$ cat src/proc_status_params.svh
// Constants for the processor status register slice.
// Assumes inclusion by the package only.
`ifndef PROC_STATUS_PARAMS_SVH
`define PROC_STATUS_PARAMS_SVH

// ==========================================================
// Register offsets
`define OFS_SECURITY      8'h05
`define OFS_OSC_CTRL      8'h06
`define OFS_OSC_COUNT0    8'h07
`define OFS_OSC_COUNT1    8'h08
`define OFS_OSC_COUNT2    8'h09
`define OFS_OSC_COUNT3    8'h0A
`define OFS_MEM_SIZE      8'h0C
`define OFS_SAVED_STATUS  8'h10
`define OFS_SAVED_PC      8'h11
`define OFS_SAVED_SP      8'h12
`define OFS_THREAD_SEL    8'h13
`define OFS_REG_SEL       8'h14

// ==========================================================
// Security word fields
`define SEC_WRITE_LOCK    31
`define SEC_GDBG_BLOCK    14
`define SEC_LOCK_ALL      12
`define SEC_SECTOR_HI     11
`define SEC_SECTOR_LO     8
`define SEC_REDUNDANCY    7
`define SEC_BOOT_OTP      5
`define SEC_CFG_SCAN      4
`define SEC_SCAN_DEBUG    0
`define SEC_IMPL_MASK     32'h8000_5FB1
`define SEC_RESET         32'h0000_0000

// ==========================================================
// Oscillator control fields
`define OSC_CORE_RUN      1
`define OSC_PERIPH_RUN    0
`define OSC_CTRL_MASK     32'h0000_0003
`define OSC_CTRL_RESET    32'h0000_0000

// ==========================================================
// Debug capture and memory size fields
`define SSR_IMPL_MASK     32'h0000_07DF
`define SSR_SW_MASK       32'h0000_06DF
`define SSR_ISSUE_MODE    8
`define THREAD_SEL_MASK   32'h0000_00FF
`define REG_SEL_MASK      32'h0000_001F
`define MEM_SIZE_MASK     32'hFFFF_FFFC
`define MEM_SIZE_BYTES    32'h0004_0000

`endif

$ cat src/proc_status_pkg.sv
// Types shared by the processor status register slice.
// Assumes the params header sits in the same folder.
package proc_status_pkg;
  `include "proc_status_params.svh"

  typedef logic [31:0] word_t;
  typedef logic [15:0] osc_count_t;
  typedef logic [7:0]  ps_addr_t;

  typedef enum {
    REG_NONE,
    REG_SECURITY,
    REG_OSC_CTRL,
    REG_OSC_COUNT,
    REG_MEM_SIZE,
    REG_SAVED_STATUS,
    REG_SAVED_PC,
    REG_SAVED_SP,
    REG_THREAD_SEL,
    REG_REG_SEL
  } reg_id_t;
endpackage

$ cat src/proc_status_regs.sv
// Processor status register slice: security word, oscillator
// counters, memory size and debug capture registers.
// Assumes status set/get strobes and debug inputs synchronous to clock.
`timescale 1ns/1ns
`default_nettype none

module proc_status_regs
  import proc_status_pkg::*;
(
  input  wire logic        clock,
  input  wire logic        rst_b,
  input  wire logic        clockEnable,
  input  wire logic        psWrite,
  input  wire logic        psRead,
  input  wire logic [7:0]  psAddr,
  input  wire logic [31:0] psWrData,
  output var  logic [31:0] psRdData,
  output var  logic        psRdValid,
  output var  logic        psWrRefused,
  input  wire logic        otpSecLoad,
  input  wire logic [31:0] otpSecWord,
  input  wire logic        debugMode,
  input  wire logic        dbgEntry,
  input  wire logic [31:0] threadStatusWord,
  input  wire logic [31:0] savedPcWord,
  input  wire logic [31:0] savedSpWord,
  input  wire logic [3:0]  oscTap,
  output var  logic        coreOscRun,
  output var  logic        periphOscRun,
  output var  logic        writeLockSelf,
  output var  logic        globalDebugBlock,
  output var  logic        otpLockAll,
  output var  logic [3:0]  otpLockPerSector,
  output var  logic        otpRedundancyOn,
  output var  logic        bootFromOtpOverride,
  output var  logic        scanConfigBlock,
  output var  logic        scanDebugPortBlock,
  output var  logic [7:0]  targetThreadNumber,
  output var  logic [4:0]  debugRegisterSelect
);

  // ==========================================================
  // Reset release
  logic rstMeta_b;
  logic rstSync_b;

  always_ff @(posedge clock or negedge rst_b)
  begin
    if (!rst_b)
    begin
      rstMeta_b <= 1'b0;
      rstSync_b <= 1'b0;
    end
    else
    begin
      rstMeta_b <= 1'b1;
      rstSync_b <= rstMeta_b;
    end
  end

  // ==========================================================
  // Address decode
  function automatic reg_id_t decodeAddr(input ps_addr_t a);
    reg_id_t r;
    r = REG_NONE;
    if (a == `OFS_SECURITY)
      r = REG_SECURITY;
    else if (a == `OFS_OSC_CTRL)
      r = REG_OSC_CTRL;
    else if (a >= `OFS_OSC_COUNT0 && a <= `OFS_OSC_COUNT3)
      r = REG_OSC_COUNT;
    else if (a == `OFS_MEM_SIZE)
      r = REG_MEM_SIZE;
    else if (a == `OFS_SAVED_STATUS)
      r = REG_SAVED_STATUS;
    else if (a == `OFS_SAVED_PC)
      r = REG_SAVED_PC;
    else if (a == `OFS_SAVED_SP)
      r = REG_SAVED_SP;
    else if (a == `OFS_THREAD_SEL)
      r = REG_THREAD_SEL;
    else if (a == `OFS_REG_SEL)
      r = REG_REG_SEL;
    return r;
  endfunction

  reg_id_t accessId;
  wire     debugAllowed;
  wire     wrSecurity;
  wire     wrOscCtrl;
  wire     wrDebug;
  wire     wrRefused;
  wire     captureEn;

  assign accessId     = decodeAddr(psAddr);
  assign debugAllowed = debugMode && !globalDebugBlock;
  assign wrSecurity   = psWrite && accessId == REG_SECURITY && !writeLockSelf;
  assign wrOscCtrl    = psWrite && accessId == REG_OSC_CTRL;
  assign wrDebug      = psWrite && debugAllowed;
  assign captureEn    = dbgEntry && !globalDebugBlock;
  assign wrRefused    = psWrite && ((accessId == REG_SECURITY && writeLockSelf)
                        || (!debugAllowed && (accessId == REG_SAVED_STATUS
                        || accessId == REG_SAVED_PC || accessId == REG_SAVED_SP
                        || accessId == REG_THREAD_SEL || accessId == REG_REG_SEL)));

  // ==========================================================
  // Security word
  word_t securityReg;
  word_t securityNext;

  assign securityNext = otpSecLoad ? (otpSecWord & `SEC_IMPL_MASK)
                        : wrSecurity ? (psWrData & `SEC_IMPL_MASK)
                        : securityReg;

  always_ff @(posedge clock or negedge rstSync_b)
  begin
    if (!rstSync_b)
      securityReg <= `SEC_RESET;
    else if (clockEnable)
      securityReg <= securityNext;
  end

  assign writeLockSelf       = securityReg[`SEC_WRITE_LOCK];
  assign globalDebugBlock    = securityReg[`SEC_GDBG_BLOCK];
  assign otpLockAll          = securityReg[`SEC_LOCK_ALL];
  assign otpLockPerSector    = securityReg[`SEC_SECTOR_HI:`SEC_SECTOR_LO];
  assign otpRedundancyOn     = securityReg[`SEC_REDUNDANCY];
  assign bootFromOtpOverride = securityReg[`SEC_BOOT_OTP];
  assign scanConfigBlock     = securityReg[`SEC_CFG_SCAN];
  assign scanDebugPortBlock  = securityReg[`SEC_SCAN_DEBUG];

  // ==========================================================
  // Oscillator control
  word_t oscCtrlReg;
  word_t oscCtrlNext;

  assign oscCtrlNext = wrOscCtrl ? (psWrData & `OSC_CTRL_MASK) : oscCtrlReg;

  always_ff @(posedge clock or negedge rstSync_b)
  begin
    if (!rstSync_b)
      oscCtrlReg <= `OSC_CTRL_RESET;
    else if (clockEnable)
      oscCtrlReg <= oscCtrlNext;
  end

  assign coreOscRun   = oscCtrlReg[`OSC_CORE_RUN];
  assign periphOscRun = oscCtrlReg[`OSC_PERIPH_RUN];

  // ==========================================================
  // Oscillator counters, no reset
  osc_count_t oscCount [4] = '{default: 16'h0000};
  logic [3:0] tapMeta;
  logic [3:0] tapSync;
  logic [3:0] tapPrev;

  genvar g;
  generate
    for (g = 0; g < 4; g++)
    begin : gOsc
      always_ff @(posedge clock)
      begin
        if (clockEnable)
        begin
          tapMeta[g] <= oscTap[g];
          tapSync[g] <= tapMeta[g];
          tapPrev[g] <= tapSync[g];
          if (tapSync[g] && !tapPrev[g])
            oscCount[g] <= oscCount[g] + 16'h0001;
        end
      end
    end
  endgenerate

  // ==========================================================
  // Debug capture registers
  word_t savedStatusReg;
  word_t savedStatusNext;
  word_t savedPcReg;
  word_t savedPcNext;
  word_t savedSpReg;
  word_t savedSpNext;
  word_t threadSelReg;
  word_t threadSelNext;
  word_t regSelReg;
  word_t regSelNext;
  wire   wrStatus;

  assign wrStatus = wrDebug && accessId == REG_SAVED_STATUS;

  assign savedStatusNext = captureEn ? (threadStatusWord & `SSR_IMPL_MASK)
                           : wrStatus ? ((psWrData & `SSR_SW_MASK)
                             | (savedStatusReg & ~`SSR_SW_MASK))
                           : savedStatusReg;
  assign savedPcNext     = captureEn ? savedPcWord
                           : (wrDebug && accessId == REG_SAVED_PC) ? psWrData
                           : savedPcReg;
  assign savedSpNext     = captureEn ? savedSpWord
                           : (wrDebug && accessId == REG_SAVED_SP) ? psWrData
                           : savedSpReg;
  assign threadSelNext   = (wrDebug && accessId == REG_THREAD_SEL)
                           ? (psWrData & `THREAD_SEL_MASK) : threadSelReg;
  assign regSelNext      = (wrDebug && accessId == REG_REG_SEL)
                           ? (psWrData & `REG_SEL_MASK) : regSelReg;

  always_ff @(posedge clock or negedge rstSync_b)
  begin
    if (!rstSync_b)
    begin
      savedStatusReg <= 32'h0000_0000;
      savedPcReg     <= 32'h0000_0000;
      savedSpReg     <= 32'h0000_0000;
      threadSelReg   <= 32'h0000_0000;
      regSelReg      <= 32'h0000_0000;
    end
    else if (clockEnable)
    begin
      savedStatusReg <= savedStatusNext;
      savedPcReg     <= savedPcNext;
      savedSpReg     <= savedSpNext;
      threadSelReg   <= threadSelNext;
      regSelReg      <= regSelNext;
    end
  end

  assign targetThreadNumber  = threadSelReg[7:0];
  assign debugRegisterSelect = regSelReg[4:0];

  // ==========================================================
  // Read path
  word_t     rdMux;
  wire [1:0] countIdx;
  wire [1:0] countIdxNarrow;

  assign countIdxNarrow = 2'(psAddr - `OFS_OSC_COUNT0);
  assign countIdx       = countIdxNarrow;
  assign rdMux = (accessId == REG_SECURITY)     ? securityReg
               : (accessId == REG_OSC_CTRL)     ? oscCtrlReg
               : (accessId == REG_OSC_COUNT)    ? {16'h0000, oscCount[countIdx]}
               : (accessId == REG_MEM_SIZE)     ? (`MEM_SIZE_BYTES & `MEM_SIZE_MASK)
               : (accessId == REG_SAVED_STATUS) ? savedStatusReg
               : (accessId == REG_SAVED_PC)     ? savedPcReg
               : (accessId == REG_SAVED_SP)     ? savedSpReg
               : (accessId == REG_THREAD_SEL)   ? threadSelReg
               : (accessId == REG_REG_SEL)      ? regSelReg
               : 32'h0000_0000;

  always_ff @(posedge clock or negedge rstSync_b)
  begin
    if (!rstSync_b)
    begin
      psRdData    <= 32'h0000_0000;
      psRdValid   <= 1'b0;
      psWrRefused <= 1'b0;
    end
    else if (clockEnable)
    begin
      psRdValid   <= psRead;
      psWrRefused <= wrRefused;
      if (psRead)
        psRdData <= rdMux;
    end
  end
endmodule // proc_status_regs

`default_nettype wire

$ cat config.mk
export PLATFORM = sky130hd
export DESIGN_NAME = proc_status_regs
export DESIGN_NICKNAME = d
export VERILOG_FILES = /design/src/proc_status_pkg.sv /design/src/proc_status_regs.sv
export VERILOG_INCLUDE_DIRS = /design/src
export SDC_FILE = /design/constraint.sdc
export NUM_CORES = 1
export LEC_CHECK = 0
export ABC_CLOCK_PERIOD_IN_PS = 9800
export BUFFER_PORTS_ARGS = -buffer_cell sky130_fd_sc_hd__buf_2
export CAP_MARGIN = 20
export CORE_ASPECT_RATIO = 0.75
export CORE_MARGIN = 1
export CORE_UTILIZATION = 45
export DETAILED_ROUTE_END_ITERATION = 8
export PLACE_DENSITY = 0.74
export SYNTH_ARGS = -nofsm -noshare
export SYNTH_HDL_FRONTEND = slang
export SYNTH_SLANG_ARGS = --single-unit
export TNS_END_PERCENT = 100
$ cat constraint.sdc
create_clock -name clock -period 9.8 [get_ports clock]
set_input_delay 1.96 -clock clock [delete_from_list [all_inputs] [get_ports clock]]
set_output_delay 1.96 -clock clock [all_outputs]
set_load 0.03 [all_outputs]
==> run metrics <==
Adder-Cell Fraction of Synth Area 0.915%; Final Hold Fails 0; post-synth cell types 66; CTS clk-pin slew, worst paths 60 ps; final period utilization 52.7%; Reg area 5690 sq um; Clock Path Buffers 3; internal reg-to-reg setup slack 6860 ps; worst r2r src securityReg[14]; worst-margin pin slew 958 ps; #FFs+latches synth 212; vias 8585; Hold Slack 349 ps; Simple-Gate Fraction of Synth Area 16.2%; Mapped Cells 1004; CTS Hold Bufs 0; complex-gate fraction of the synthesized area 8.79%; Total GRT Usage 23.8%; Post-Synth XOR/XNOR Area 4.49%; Worst-Skew Late Latency 500 ps; H-tree levels 1; proportion of synthesized area in mux cells 15.0%; Cell Rows 49; pin count of the biggest net entering global routing 75; Die W 182 microns; total gr overflow 0; Num CTS Buffers 21; WP data required 10180 ps; Top Ports 240; FILL cells 2068; first-pass GRT wire length 45.7 mm; Root Driver clkbuf_16; GPL Wtd Cong 0.930; initial antenna violation count 1; number of synthesized flops with an enable pin 76; hold crit path type flip-flop to flip-flop; PwrDens 177 nW/um^2; crit-path cells buf_2 -> ha_1 -> or2_2 -> nor4b_4 -> nand4_2 -> a21boi_4 -> buf_4 -> mux2_1; Critical-path top delay cell nor4b_4; Period minus WS final 5170 ps; PortBufs 196; multi-input combinational cell area 5000 sq um; Max-Cap Viols 0; status completed; DP HPWL 21.7 mm; Critical Path Max Stage Delay 800 ps; drt first pass iters 5; setup bufs post-CTS 0; ys async rst share 64.2%; RR Endpoint savedSpReg[15]; CP arrival 5550 ps; share of the yosys chip area belonging to registers 52.0%; Clock Skew 10.8 ps; Pleak 0.00570 uW; Reg2Reg Depth 4; Nets 1371; hold path start rstMeta_b; RSZ-0062 raised after global routing false; peak supply drop 0.000113 V; worst setup path category input port to flip-flop; Hold Path End rstSync_b; Starting Density 45.7%; DR WL/cell 19.7 microns; vias in the first global route 8098; TritonCTS clock tree built; FMAX 194 MHz; Slew Viols, Final 0; final setup TNS 0 ps; Yosys warning count 0; Resize count post-CTS 0; fraction of layout cells with a size suffix above 1 27.2%; Primary FF master, synth dfrtp_1; Slew headroom 36.2%; worst hold stages 0; Avg Cell Area, Syn 10.9 sq um; Die ar. 24900 sq um; area grow syn2layout 17.3%; DRC 0; post-route ant nets 0; Core Area 23900 sq um; largest family of logic cells by synthesized area simple AND/OR/NAND/NOR gates; startpoint type of the worst setup path input port; Crit. End Element flip-flop; height of the die 137 microns; CTS sink count 212; # setup viols final 0; Crit Path Max Fanout 20; DRT iter0 DRCs 892; vias per cell 5.71; routed wire length 29.7 mm; Mapped Nets 1192; mapped cell area 10900 sq um
-- where the power goes --
| group | switching [uW] | internal [uW] | leakage (uW) |
|---|---|---|---|
| clock | 335 | 460 | 0.000327 |
| sequential | 86.9 | 1050 | 0.00240 |
| combinational | 183 | 159 | 0.00298 |
| total | 605 | 1670 | 0.00570 |
-- cells in the mapped netlist, types with 7 or more instances --
cell / number / area [sq um]
nand3_1: 47 / 235
and3_1: 15 / 93.8
inv_1: 11 / 41.3
a22oi_1: 11 / 82.6
mux2_1: 36 / 405
nand4_1: 10 / 62.6
a21o_1: 8 / 60.1
mux2_2: 55 / 619
a22o_1: 8 / 70.1
a221oi_1: 7 / 61.3
edfxtp_1: 76 / 2280
xnor2_1: 41 / 359
o21ai_0: 34 / 170
nor2_1: 40 / 150
nand2_1: 236 / 886
ha_1: 8 / 100
mux2i_1: 26 / 260
mux4_2: 16 / 360
clkbuf_1: 31 / 116
dfrtp_1: 136 / 3400
nor2b_1: 7 / 43.8
a21oi_1: 30 / 150
xor2_1: 15 / 131
-- state kept, by name, indices dropped and copies added, names as in the netlist --
| register | flops |
|---|---|
| tapSync | 4 |
| rstMeta_b | 1 |
| tapMeta | 4 |
| savedPcReg | 32 |
| oscCtrlReg | 2 |
| psWrRefused | 1 |
| rstSync_b | 1 |
| savedSpReg | 32 |
| threadSelReg | 8 |
| tapPrev | 4 |
| oscCount | 64 |
| psRdData | 32 |
| savedStatusReg | 10 |
| psRdValid | 1 |
| regSelReg | 5 |
| securityReg | 11 |
-- worst max-delay path by stage --
stage / to / start / slack [ps]
after detailed placement: savedSpReg[15] / psAddr[0] / 4130
after floorplan: oscCtrlReg[0] / psAddr[0] / 4980
after global placement: savedSpReg[13] / psAddr[0] / 4150
after global routing: savedSpReg[15] / psAddr[0] / 4450
final: savedSpReg[15] / psAddr[0] / 4630
after CTS: savedSpReg[15] / psAddr[0] / 4650
-- per-layer routing --
metal  share of wire [%]  GRT usage [%]  wire length [microns]  vias to the layer above
li1                    -              -                      -                     3945
met2                  44           35.5                  12900                      346
met1                  46           34.9                  13600                     4244
met5                   0              0                      0                        -
met4                 2.7           7.00                    809                        0
met3                 7.7           4.90                   2290                       50
-- layout make-up --
cell class | instances | area share [%]
Sequential cell | 212 | 44.4
Inverter | 11 | 0.322
Antenna cell | 1 | 0.0195
Tap cell | 306 | 2.99
Multi-Input combinational cell | 733 | 39.0
Timing Repair Buffer | 204 | 8.12
Clock buffer | 36 | 5.20
-- stage by stage --
stage	total power (uW)	utilization [%]	instances	setup WS [ps]	instance area (sq um)
5_1_grt	2370	53.6	1502	4450	12800
6_report	2270	53.6	1503	4630	12800
4_1_cts	2280	53.6	1502	4650	12800
3_3_place_gp	1470	50.8	1466	4150	12200
2_1_floorplan	1360	-	1004	4980	10900
3_5_place_dp	1490	50.8	1466	4130	12200
-- logic make-up (layout without fill, tap and decap cells) --
| group | count (synthesis) | count (layout) |
|---|---|---|
| DFF | 212 | 212 |
| adders and majority gates | 8 | 8 |
| xor gates and xnor gates | 56 | 56 |
| and+or+nand+nor | 395 | 395 |
| muxes | 133 | 133 |
| buffers and inverters | 59 | 251 |
| other | 1 | 2 |
| AOI/OAI and AO/OA | 140 | 140 |
-- cell usage in the layout, fill, tap and decap left out, types with 5 or more instances in the layout --
master / n
ha_1: 8
xnor2_1: 41
nor2b_1: 6
clkbuf_8: 6
edfxtp_1: 76
a21o_1: 8
mux2_1: 36
o21ai_0: 34
clkbuf_1: 7
nand2_1: 236
buf_4: 8
nand3_1: 47
nor3_1: 5
a221oi_1: 7
mux2_2: 55
and3_1: 15
inv_1: 11
mux4_2: 16
and2_1: 6
xor2_1: 15
a22o_1: 8
nor2_1: 40
a22oi_1: 11
mux2i_1: 26
buf_2: 196
nand4_1: 10
dfrtp_1: 135
a31oi_1: 5
clkbuf_16: 22
a21oi_1: 30
-- worst max-delay path, delay by kind of cell --
family | cells | cell delay (ps)
adders and majority gates | 1 | 440
buffers and inverters | 2 | 880
muxes | 1 | 370
AOI/OAI and AO/OA | 1 | 560
and+or+nand+nor | 3 | 1300
No activity file was read; power rests on OpenSTA's default activity.
